### src/verilog/swr_consts.svh
// timing constants of the supervisor watchdog and reset-timing block
// assumes a single free-running oscillator clock at SWR_CLK_HZ
`ifndef SWR_CONSTS_SVH
`define SWR_CONSTS_SVH

// ----------------------------------------------------------------------
// oscillator
// ----------------------------------------------------------------------
`define SWR_CLK_HZ              25000000
`define SWR_CYC_PER_MS          (`SWR_CLK_HZ / 1000)

// ----------------------------------------------------------------------
// periods, in their own unit, then in cycles
// ----------------------------------------------------------------------
`define SWR_WDOG_TIMEOUT_MS     1600
`define SWR_WDOG_CYCLES         (`SWR_WDOG_TIMEOUT_MS * `SWR_CYC_PER_MS)
// least time: SWR_CYC_PER_MS is exact at SWR_CLK_HZ, so cycles never round down
`define SWR_RESET_HOLD_MS       140
`define SWR_RESET_HOLD_CYCLES   (`SWR_RESET_HOLD_MS * `SWR_CYC_PER_MS)
`define SWR_MR_DEBOUNCE_MS      2
`define SWR_MR_DEBOUNCE_CYCLES  (`SWR_MR_DEBOUNCE_MS * `SWR_CYC_PER_MS)

// ----------------------------------------------------------------------
// internal kick driver: low for 7/8 of the period, high for the last 1/8
// ----------------------------------------------------------------------
`define SWR_KICK_LOW_NUM        7
`define SWR_KICK_LOW_DEN        8

// ----------------------------------------------------------------------
// reset levels of the input conditioners
// ----------------------------------------------------------------------
`define SWR_KICK_RESET_LEVEL    1'b0
`define SWR_MR_RESET_LEVEL      1'b1

`endif

### src/verilog/swr_pkg.sv
// types shared by the supervisor watchdog and reset-timing block
// assumes nothing beyond a SystemVerilog compiler
package swr_pkg;

  // ----------------------------------------------------------------------
  // reset sequencer states, one-hot
  // ----------------------------------------------------------------------
  typedef enum logic [2:0] {
    SWR_ST_CAUSE = 3'h1,  // a reset cause is present
    SWR_ST_HOLD  = 3'h2,  // causes gone, reset held for the hold time
    SWR_ST_RUN   = 3'h4   // reset released, watchdog counting
  } swr_state_type;

endpackage : swr_pkg

### src/verilog/swr_supervisor.sv
// watchdog and reset sequencer of a dual-supply processor supervisor
// assumes supply comparators arrive as logic levels, high meaning good,
// and a watchdog pin resolved outside from the drive and enable below
//
// Function
// - if the kick input shows no edge for a watchdog period, reset is
//     asserted for the full hold time.
// - any rising or falling kick edge, or reset, clears the watchdog timer.
// - a kick pulse as narrow as 50 ns counts as a valid toggle.
// - while reset is asserted the watchdog timer stays at zero.
// - the watchdog timer starts from zero as soon as reset is released.
// - the weak internal driver holds the kick pin low for 7/8 of the
//     period and high for the last 1/8.
// - a floating kick pin therefore toggles about every 1.4 s and the
//     watchdog never expires.
// - a bouncing switch on the manual reset input gives a clean reset.
// - reset stays asserted for at least 140 ms after all causes end.
// - reset is asserted while any supply or the monitor input is low.
// - a low manual reset asserts reset until the hold time after release.
// - reset is shown both as an active-low and an active-high output.
`include "swr_consts.svh"

module swr_supervisor
  import swr_pkg::*;
#(
  parameter int WDOG_CYCLES  = `SWR_WDOG_CYCLES,
  parameter int HOLD_CYCLES  = `SWR_RESET_HOLD_CYCLES,
  parameter int DEBNC_CYCLES = `SWR_MR_DEBOUNCE_CYCLES
) (
  // clock and reset
  input  wire logic i_clk_sys,
  input  wire logic i_resetn,
  // supply comparators, high while above threshold
  input  wire logic i_supply_ok,
  input  wire logic i_supply2_ok,
  input  wire logic i_adjustable_monitor_input,
  // manual reset, active low
  input  wire logic i_manual_reset_n,
  // watchdog kick pin, three signals
  input  wire logic i_watchdog_kick_input,
  output logic      o_watchdog_kick_out,
  output logic      o_watchdog_kick_oe,
  // reset outputs, both polarities
  output logic      o_reset_n,
  output logic      o_reset
);

  // ----------------------------------------------------------------------
  // derived widths and terminal counts
  // ----------------------------------------------------------------------
  localparam int WW = $clog2(WDOG_CYCLES + 1);
  localparam int HW = $clog2(HOLD_CYCLES + 1);
  localparam logic [WW-1:0] WDOG_LAST = WW'(WDOG_CYCLES - 1);
  localparam logic [WW-1:0] KICK_HIGH_AT =
    WW'((WDOG_CYCLES / `SWR_KICK_LOW_DEN) * `SWR_KICK_LOW_NUM);
  localparam logic [HW-1:0] HOLD_LAST = HW'(HOLD_CYCLES - 1);

  // ----------------------------------------------------------------------
  // declarations
  // ----------------------------------------------------------------------
  swr_state_type state_reg;
  swr_state_type state_next;
  logic [WW-1:0] wdt_cnt_reg;
  logic [WW-1:0] wdt_cnt_next;
  logic [HW-1:0] hold_cnt_reg;
  logic [HW-1:0] hold_cnt_next;
  logic          reset_reg;
  logic          reset_n_reg;
  logic          kick_drive_reg;
  logic          kick_oe_reg;
  logic          kick_prev_reg;
  logic          kick_level;
  logic          mr_level;
  logic          kick_edge;
  logic          cause;
  logic          wdt_expire;
  logic          hold_done;

  // ----------------------------------------------------------------------
  // input conditioning
  // ----------------------------------------------------------------------
  // kick needs no filter: a single-cycle pulse must still register
  swr_sync_filter #(
    .FILTER_CYCLES (1),
    .INIT_LEVEL    (`SWR_KICK_RESET_LEVEL)
  ) u_kick_sync (
    .i_clk_sys (i_clk_sys),
    .i_resetn  (i_resetn),
    .i_raw     (i_watchdog_kick_input),
    .o_level   (kick_level)
  );

  // manual reset gets a debounce window much longer than switch bounce
  swr_sync_filter #(
    .FILTER_CYCLES (DEBNC_CYCLES),
    .INIT_LEVEL    (`SWR_MR_RESET_LEVEL)
  ) u_mr_filter (
    .i_clk_sys (i_clk_sys),
    .i_resetn  (i_resetn),
    .i_raw     (i_manual_reset_n),
    .o_level   (mr_level)
  );

  // ----------------------------------------------------------------------
  // decode
  // ----------------------------------------------------------------------
  // both edge directions clear the timer
  assign kick_edge = kick_level != kick_prev_reg;
  // supply comparators are taken as already clean levels
  assign cause = !i_supply_ok || !i_supply2_ok ||
                 !i_adjustable_monitor_input || !mr_level;
  assign wdt_expire = !reset_reg && !kick_edge &&
                      (wdt_cnt_reg == WDOG_LAST);
  assign hold_done  = hold_cnt_reg == HOLD_LAST;

  // watchdog timer: cleared by reset or edge, else counts
  assign wdt_cnt_next = (reset_reg || kick_edge) ? '0 :
                        wdt_cnt_reg + 1'b1;
  assign hold_cnt_next = (state_reg == SWR_ST_HOLD) ?
                         hold_cnt_reg + 1'b1 : '0;

  // ----------------------------------------------------------------------
  // reset sequencer
  // ----------------------------------------------------------------------
  // a new cause always restarts the hold time from the top
  always_comb begin
    case (state_reg)
      SWR_ST_CAUSE: begin
        state_next = cause ? SWR_ST_CAUSE : SWR_ST_HOLD;
      end
      SWR_ST_HOLD: begin
        if (cause) begin
          state_next = SWR_ST_CAUSE;
        end else if (hold_done) begin
          state_next = SWR_ST_RUN;
        end else begin
          state_next = SWR_ST_HOLD;
        end
      end
      SWR_ST_RUN: begin
        if (cause) begin
          state_next = SWR_ST_CAUSE;
        end else if (wdt_expire) begin
          state_next = SWR_ST_HOLD;
        end else begin
          state_next = SWR_ST_RUN;
        end
      end
      default: begin
        state_next = SWR_ST_CAUSE;
      end
    endcase
  end

  // state and counters; power-up starts in reset
  always_ff @(posedge i_clk_sys or negedge i_resetn) begin
    if (!i_resetn) begin
      state_reg     <= SWR_ST_CAUSE;
      hold_cnt_reg  <= '0;
      wdt_cnt_reg   <= '0;
      kick_prev_reg <= `SWR_KICK_RESET_LEVEL;
    end else begin
      state_reg     <= state_next;
      hold_cnt_reg  <= hold_cnt_next;
      wdt_cnt_reg   <= wdt_cnt_next;
      kick_prev_reg <= kick_level;
    end
  end

  // ----------------------------------------------------------------------
  // output flops
  // ----------------------------------------------------------------------
  // weak driver high only in the last 1/8, so an open pin toggles at 7/8
  always_ff @(posedge i_clk_sys or negedge i_resetn) begin
    if (!i_resetn) begin
      reset_reg      <= 1'b1;
      reset_n_reg    <= 1'b0;
      kick_drive_reg <= 1'b0;
      kick_oe_reg    <= 1'b0;
    end else begin
      reset_reg      <= state_next != SWR_ST_RUN;
      reset_n_reg    <= state_next == SWR_ST_RUN;
      kick_drive_reg <= wdt_cnt_next >= KICK_HIGH_AT;
      kick_oe_reg    <= 1'b1;
    end
  end

  assign o_reset             = reset_reg;
  assign o_reset_n           = reset_n_reg;
  assign o_watchdog_kick_out = kick_drive_reg;
  assign o_watchdog_kick_oe  = kick_oe_reg;
endmodule : swr_supervisor

### src/verilog/swr_sync_filter.sv
// two-flop synchroniser followed by a stability filter
// assumes one clock; the level changes only after the input is stable
module swr_sync_filter
  import swr_pkg::*;
#(
  parameter int   FILTER_CYCLES = 1,
  parameter logic INIT_LEVEL    = 1'b0
) (
  // clock and reset
  input  wire logic i_clk_sys,
  input  wire logic i_resetn,
  // raw and cleaned level
  input  wire logic i_raw,
  output logic      o_level
);

  localparam int CW = (FILTER_CYCLES > 1) ? $clog2(FILTER_CYCLES) : 1;
  localparam logic [CW-1:0] LAST = CW'(FILTER_CYCLES - 1);

  logic          sync1_reg;
  logic          sync2_reg;
  logic          level_reg;
  logic [CW-1:0] cnt_reg;
  logic [CW-1:0] cnt_next;
  logic          differs;
  logic          settled;

  // a differing sample only counts while it keeps differing
  assign differs  = sync2_reg != level_reg;
  assign settled  = differs && (cnt_reg == LAST);
  assign cnt_next = (differs && !settled) ? cnt_reg + 1'b1 : '0;
  assign o_level  = level_reg;

  // first flop feeds only the second
  always_ff @(posedge i_clk_sys or negedge i_resetn) begin
    if (!i_resetn) begin
      sync1_reg <= INIT_LEVEL;
      sync2_reg <= INIT_LEVEL;
    end else begin
      sync1_reg <= i_raw;
      sync2_reg <= sync1_reg;
    end
  end

  // filter: bounce shorter than the window never reaches the level
  always_ff @(posedge i_clk_sys or negedge i_resetn) begin
    if (!i_resetn) begin
      level_reg <= INIT_LEVEL;
      cnt_reg   <= '0;
    end else begin
      cnt_reg <= cnt_next;
      if (settled) begin
        level_reg <= sync2_reg;
      end
    end
  end
endmodule : swr_sync_filter

### config.mk
export PLATFORM = sky130hd
export DESIGN_NAME = swr_supervisor
export DESIGN_NICKNAME = d
export VERILOG_FILES = /design/src/verilog/swr_pkg.sv /design/src/verilog/swr_supervisor.sv /design/src/verilog/swr_sync_filter.sv
export VERILOG_INCLUDE_DIRS = /design/src /design/src/verilog
export SDC_FILE = /design/constraint.sdc
export NUM_CORES = 1
export LEC_CHECK = 0
export BUFFER_PORTS_ARGS = -buffer_cell sky130_fd_sc_hd__buf_2
export CAP_MARGIN = 10
export CORE_ASPECT_RATIO = 1.1
export CORE_MARGIN = 4
export CORE_UTILIZATION = 45
export CTS_CLUSTER_DIAMETER = 30
export DETAILED_ROUTE_END_ITERATION = 8
export GPL_ROUTABILITY_DRIVEN = 0
export HOLD_SLACK_MARGIN = 0.06
export PLACE_DENSITY_LB_ADDON = 0.2
export SLEW_MARGIN = 20
export SYNTH_ARGS = -nofsm -noshare
export SYNTH_HDL_FRONTEND = slang
export SYNTH_HIERARCHICAL = 1
export SYNTH_SLANG_ARGS = --single-unit
### constraint.sdc
create_clock -name i_clk_sys -period 2.8 [get_ports i_clk_sys]
set_input_delay 0.7 -clock i_clk_sys [delete_from_list [all_inputs] [get_ports i_clk_sys]]
set_output_delay 0.7 -clock i_clk_sys [all_outputs]
set_load 0.005 [all_outputs]
### Yosys cells after proc, flatten, opt, wreduce, memory -nomap -nowiden

Index checks and enable logic that the tools add are counted.

| storage, ports and cells | value |
|---|---|
| register bits after elaboration | 79 |
| output and inout port bits | 4 |
| logic and storage cells | 61 |

| operators by class | value |
|---|---|
| $add $sub $neg | 4 |
| $lt $le $gt $ge | 1 |
| eq/ne operators | 11 |
| muxes and demuxes | 10 |
| bitwise logic cells | 1 |
| reductions and logical operators | 18 |

Operators by type and width:

| kind | count |
|---|---|
| $add 26x1->26 const B | 1 |
| $eq 26x26->1 const B | 1 |
| $ge 26x26->1 const B | 1 |
| $mux 26 | 1 |
| $add 22x1->22 const B | 1 |
| $eq 22x22->1 const B | 1 |
| $mux 22 | 1 |
| $add 16x1->16 const B | 1 |
| $eq 16x16->1 const B | 1 |
| $mux 16 | 1 |
| $mux 3 | 4 |
| $pmux 3 s3 | 1 |
| $logic_not 1->1 | 8 |
| $eq 3x3->1 const B | 2 |
| $logic_and 1x1->1 | 6 |
| $logic_or 1x1->1 | 4 |
| $eq 3x1->1 const B | 1 |
| $eq 3x2->1 const B | 1 |
| $ne 1x1->1 | 3 |
| $ne 3x3->1 const B | 1 |
| $mux 2 | 1 |
| $add 1x1->1 const B | 1 |
| $mux 1 | 1 |
| $not 1->1 | 1 |

### Logic depth before layout (Yosys ltp)

| logic depth | value |
|---|---|
| depth after elaboration | 8 |
| gate-level depth with buffers | 9 |
| depth with buffers taken out | 8 |

### By module

The synthesis kept the hierarchy.

Modules (own cells, without submodules):

| module | instances | cells each | area each (um^2) | sequential area each (um^2) |
|---|---|---|---|---|
| swr_supervisor | 1 | 308 | 2874.0 | 1403.8 |
| swr_sync_filter at u_mr_filter | 1 | 83 | 963.4 | 479.2 |
| swr_sync_filter at u_kick_sync | 1 | 6 | 118.9 | 100.1 |

### Worst setup path after synthesis

No wires, ideal clock.

| timing path | value |
|---|---|
| path kind | register -> register |
| start | register wdt_cnt_reg[7] |
| end | register kick_drive_reg, in the netlist o_watchdog_kick_out |
| setup time | 0.135 ns |
| arrival | 1.922 ns |
| required time | 2.665 ns |
| path slack | 0.742 ns |
| cell stages (with the launch flop) | 9 |
| path through | dfrtp_1 nand4_1 or2_0 buf_2 nor4_1 xnor2_1 nor2_1 o41ai_1 nand3_1 |

| on the way | value |
|---|---|
| longest elaborated chain between the ends | 3 |

RTL lines:

| item | line | RTL |
|---|---|---|
| from (decl) | swr_supervisor.sv:63 | `logic [WW-1:0] wdt_cnt_reg;` |
| from (signal assigned) | swr_supervisor.sv:165 | `wdt_cnt_reg <= wdt_cnt_next;` |
| $add 26x1->26 | swr_supervisor.sv:118 | `wdt_cnt_reg + 1'b1;` |
| $mux 26 | swr_supervisor.sv:117 | `assign wdt_cnt_next = (reset_reg \|\| kick_edge) ? '0 :` |
| via wdt_cnt_next[23] | swr_supervisor.sv:64 | `logic [WW-1:0] wdt_cnt_next;` |
| $ge 26x26->1 | swr_supervisor.sv:183 | `kick_drive_reg <= wdt_cnt_next >= KICK_HIGH_AT;` |
| to (signal assigned) | swr_supervisor.sv:178 | `kick_drive_reg <= 1'b0;` |
| to (signal assigned) | swr_supervisor.sv:183 |  |
| to (decl) | swr_supervisor.sv:69 | `logic kick_drive_reg;` |

The timed path passes the listed nets, and every way through them passes these cells.
A chain may end at the register's enable or synchronous reset.

### Worst setup path after layout

Ends and elaborated chain as after synthesis.

==> results.md <==
* Status: finished, final reports clean
* Post-Route WL at roughly 7500 microns
* Setup TNS at 0 ps
* Num rows at 35
* Clk_lat worst skew at between 300 and 400 ps
* Worst setup EP type: register
* Share of the synthesized area in the top cell type at roughly 47%
* Clock-pin slew on the worst setup and hold paths at ~90 ps
* GRT Total Usage at ~16%
* FF+latch count, synth at between 70 and 80
* Synthesized area per cell at 9.97 sq um
* Area occupied by registers at 1980 sq um
* Largest net degree at the start of global routing at between 40 and 50
* CTS Hold Buffers Added at 0
* Avg WL per Cell at between 10 and 15 microns
* PD cells at slightly below 500 nW/um^2
* Fmax at 410 MHz
* Max_cap viols at 0
* Post_cts resized at 0
* Cell count of the worst reg-to-reg path at 7
* I/O pins at 11
* DRC at 0
* R2R setup slack at 360 ps
* Yosys Warn Count at 6
* Post-synthesis cell type count at 52
* Antenna Violating Nets Remaining at 0
* Fin util at between 50% and 60%
* CTS root buf: clkbuf_8
* Final setup violating endpoints at 0
* EDFF count, synth at 0
* Critical path startpoint category: register
* Post-route insts no fill at ~530
* Setup CP Type: register to register
* Vias in the first global route at around 2,800
* Synth area leaders: dfrtp_1, xnor2_1, nor2_1
* Worst hold path class: primary input to async pin
* Port Buffer Count at 10
* First-pass GRT wire length at roughly 13,000 microns
* Area leader, netlist: dfrtp_1
* Layout cells sized above 1 at between 10% and 20%
* Leakage Power at 1.72 nW
* Fin crit period at roughly 2400 ps
* Diodes inserted at 0
* Syn nets at 407
* Gr ovfl total at 0
* Final Instance Area at between 4000 and 5000 sq um
* Drt first pass iters at 6
* VDD IR max at 221 uV
* Max reg flops at 26
* Slew at the pin closest to its max-slew limit at ~600 ps
* Initial antenna violation count at 0
* Area occupied by multi-input gates at around 1900 sq um
* Async set-or-reset flop fraction in the synthesized netlist at 100%
* Post-CTS Setup Inserts at 0
* Ys flop type: dfrtp_1
* Die H at 106 microns
* DP Cell Count at 510
* Htree depth at 3
* Req. time, crit path at between 3000 and 4000 ps
* Sequential area share after synthesis at roughly half
* Core footprint at ~8500 sq um
* Starting density of the core at between 40% and 50%
* Via/cell ratio at about 5.3
* Total vias in the final route at between 2,000 and 3,000
* Detailed Place HPWL at 5170 microns
* Final #Nets at 420
* Worst reg2reg endpoint: o_watchdog_kick_out$_DFF_PN0_
* Die Width at roughly 100 microns
* CP Max Fanout at 10
* Syn-to-layout area delta at 10.1%
* Num Clock Sinks at between 70 and 80
* Post-synth top cells: dfrtp_1, nor2_1, xnor2_1, xor2_1, nand2_1
* First-iteration detailed-routing DRC count at between 100 and 150
* Slew HR at 58.6%
* Placed cell area at roughly 4100 sq um
* Die area at approximately 10,000 sq um
* Arr. time, crit path at ~2700 ps
* RSZ-0062 raised after global routing: false
* Most numerous cell in the Yosys netlist: dfrtp_1
* Max Root-Sink Buffers at 2
* Fill count at ~800
* Max-slew violations at 0
* Total CTS buffers at 9
* CTS tree: yes
* Setup Skew at around 11 ps
* Cells after Synth at 397
* R2R Path Start: wdt_cnt_reg[7]$_DFF_PN0_
* Cell area after synthesis at between 3000 and 4000 sq um
* Fin crit share at 87.1%
* Hold Fails Final Rpt at 0
logic make-up after synthesis:
logic type	Yosys count	synth area share, %
AND/OR/NAND/NOR	204	28.4
flip-flops	79	50.1
XOR/XNOR	59	13.1
AO/OA/AOI/OAI	24	4.05
buffers and inverters	24	2.59
adder cells (fa/ha/maj)	3	0.949
other	2	0.190
multiplexers	2	0.664
layout by cell type (no fill, tap or decap), drive strengths merged, types with 2 or more instances in the layout:
cell	netlist	layout
nand2	24	24
mux2	2	2
nand2b	2	2
nand4	20	20
clkinv	0	2
and4	3	3
nor4bb	2	2
nor2	73	73
xnor2	34	34
buf	6	14
conb	2	2
clkbuf	6	11
or2	3	3
and2	2	2
nand3b	3	3
a211oi	5	5
or3b	2	2
dfrtp	74	74
nor3	12	12
bufinv	0	2
and3	10	10
nor2b	2	2
a21oi	6	6
xor2	25	25
or4	3	3
nand3	25	25
ha	3	3
inv	12	12
nor4	12	12
o21ai	6	6
dfstp	5	5
or3	3	3
worst max-delay path by stage:
stage | start | to | slack [ps] | cells past startpoint
3_3_place_gp | wdt_cnt_reg[7]$_DFF_PN0_ | o_watchdog_kick_out$_DFF_PN0_ | 540 | 7
6_report | wdt_cnt_reg[7]$_DFF_PN0_ | o_watchdog_kick_out$_DFF_PN0_ | 360 | 7
2_1_floorplan | wdt_cnt_reg[7]$_DFF_PN0_ | o_watchdog_kick_out$_DFF_PN0_ | 740 | 8
3_5_place_dp | wdt_cnt_reg[7]$_DFF_PN0_ | o_watchdog_kick_out$_DFF_PN0_ | 520 | 7
5_1_grt | wdt_cnt_reg[7]$_DFF_PN0_ | o_watchdog_kick_out$_DFF_PN0_ | 90 | 7
4_1_cts | wdt_cnt_reg[7]$_DFF_PN0_ | o_watchdog_kick_out$_DFF_PN0_ | 400 | 7
layout make-up:
class / instances / share of cell area (%)
clock buffer: 11 / 3.25
clock inverter: 5 / 1.87
inverter: 12 / 1.03
multi-input combinational: 294 / 42.9
sequential: 79 / 45.5
tap: 111 / 3.19
timing repair buffer: 14 / 2.18
routing by layer:
metal | wire (microns) | GRT usage [%] | vias up | share of wire (%)
met2 | 3510 | 24.3 | 45 | 47
met3 | 278 | 4.07 | 18 | 3.7
met4 | 187 | 7.02 | 0 | 2.5
met1 | 3500 | 21.2 | 1314 | 47
met5 | 0 | 0 | - | 0
li1 | - | - | 1391 | -
power breakdown:
group          internal, W  switching [W]  total (W)
registers          0.00115     0.00000902    0.00116
clock network     0.000527       0.000418   0.000945
logic            0.0000151      0.0000317  0.0000469
stage by stage:
step / total power (W) / hold slack, ps / worst slack (ps)
2_1_floorplan: 0.00120 / 331 / 742
3_3_place_gp: 0.00123 / 336 / 541
3_5_place_dp: 0.00123 / 341 / 516
4_1_cts: 0.00219 / 308 / 404
5_1_grt: 0.00225 / 325 / 91.5
6_report: 0.00215 / 312 / 362
worst max-delay path, stage by stage (launching register included):
cell and delay [ps]:
dfrtp_1 460, nand4_1 220, or2_0 460, nor4_1 460
xnor2_1 170, nor2_1 70, o41ai_1 360, nand3_1 120
Note: power is estimated with default switching activity, not from simulation.
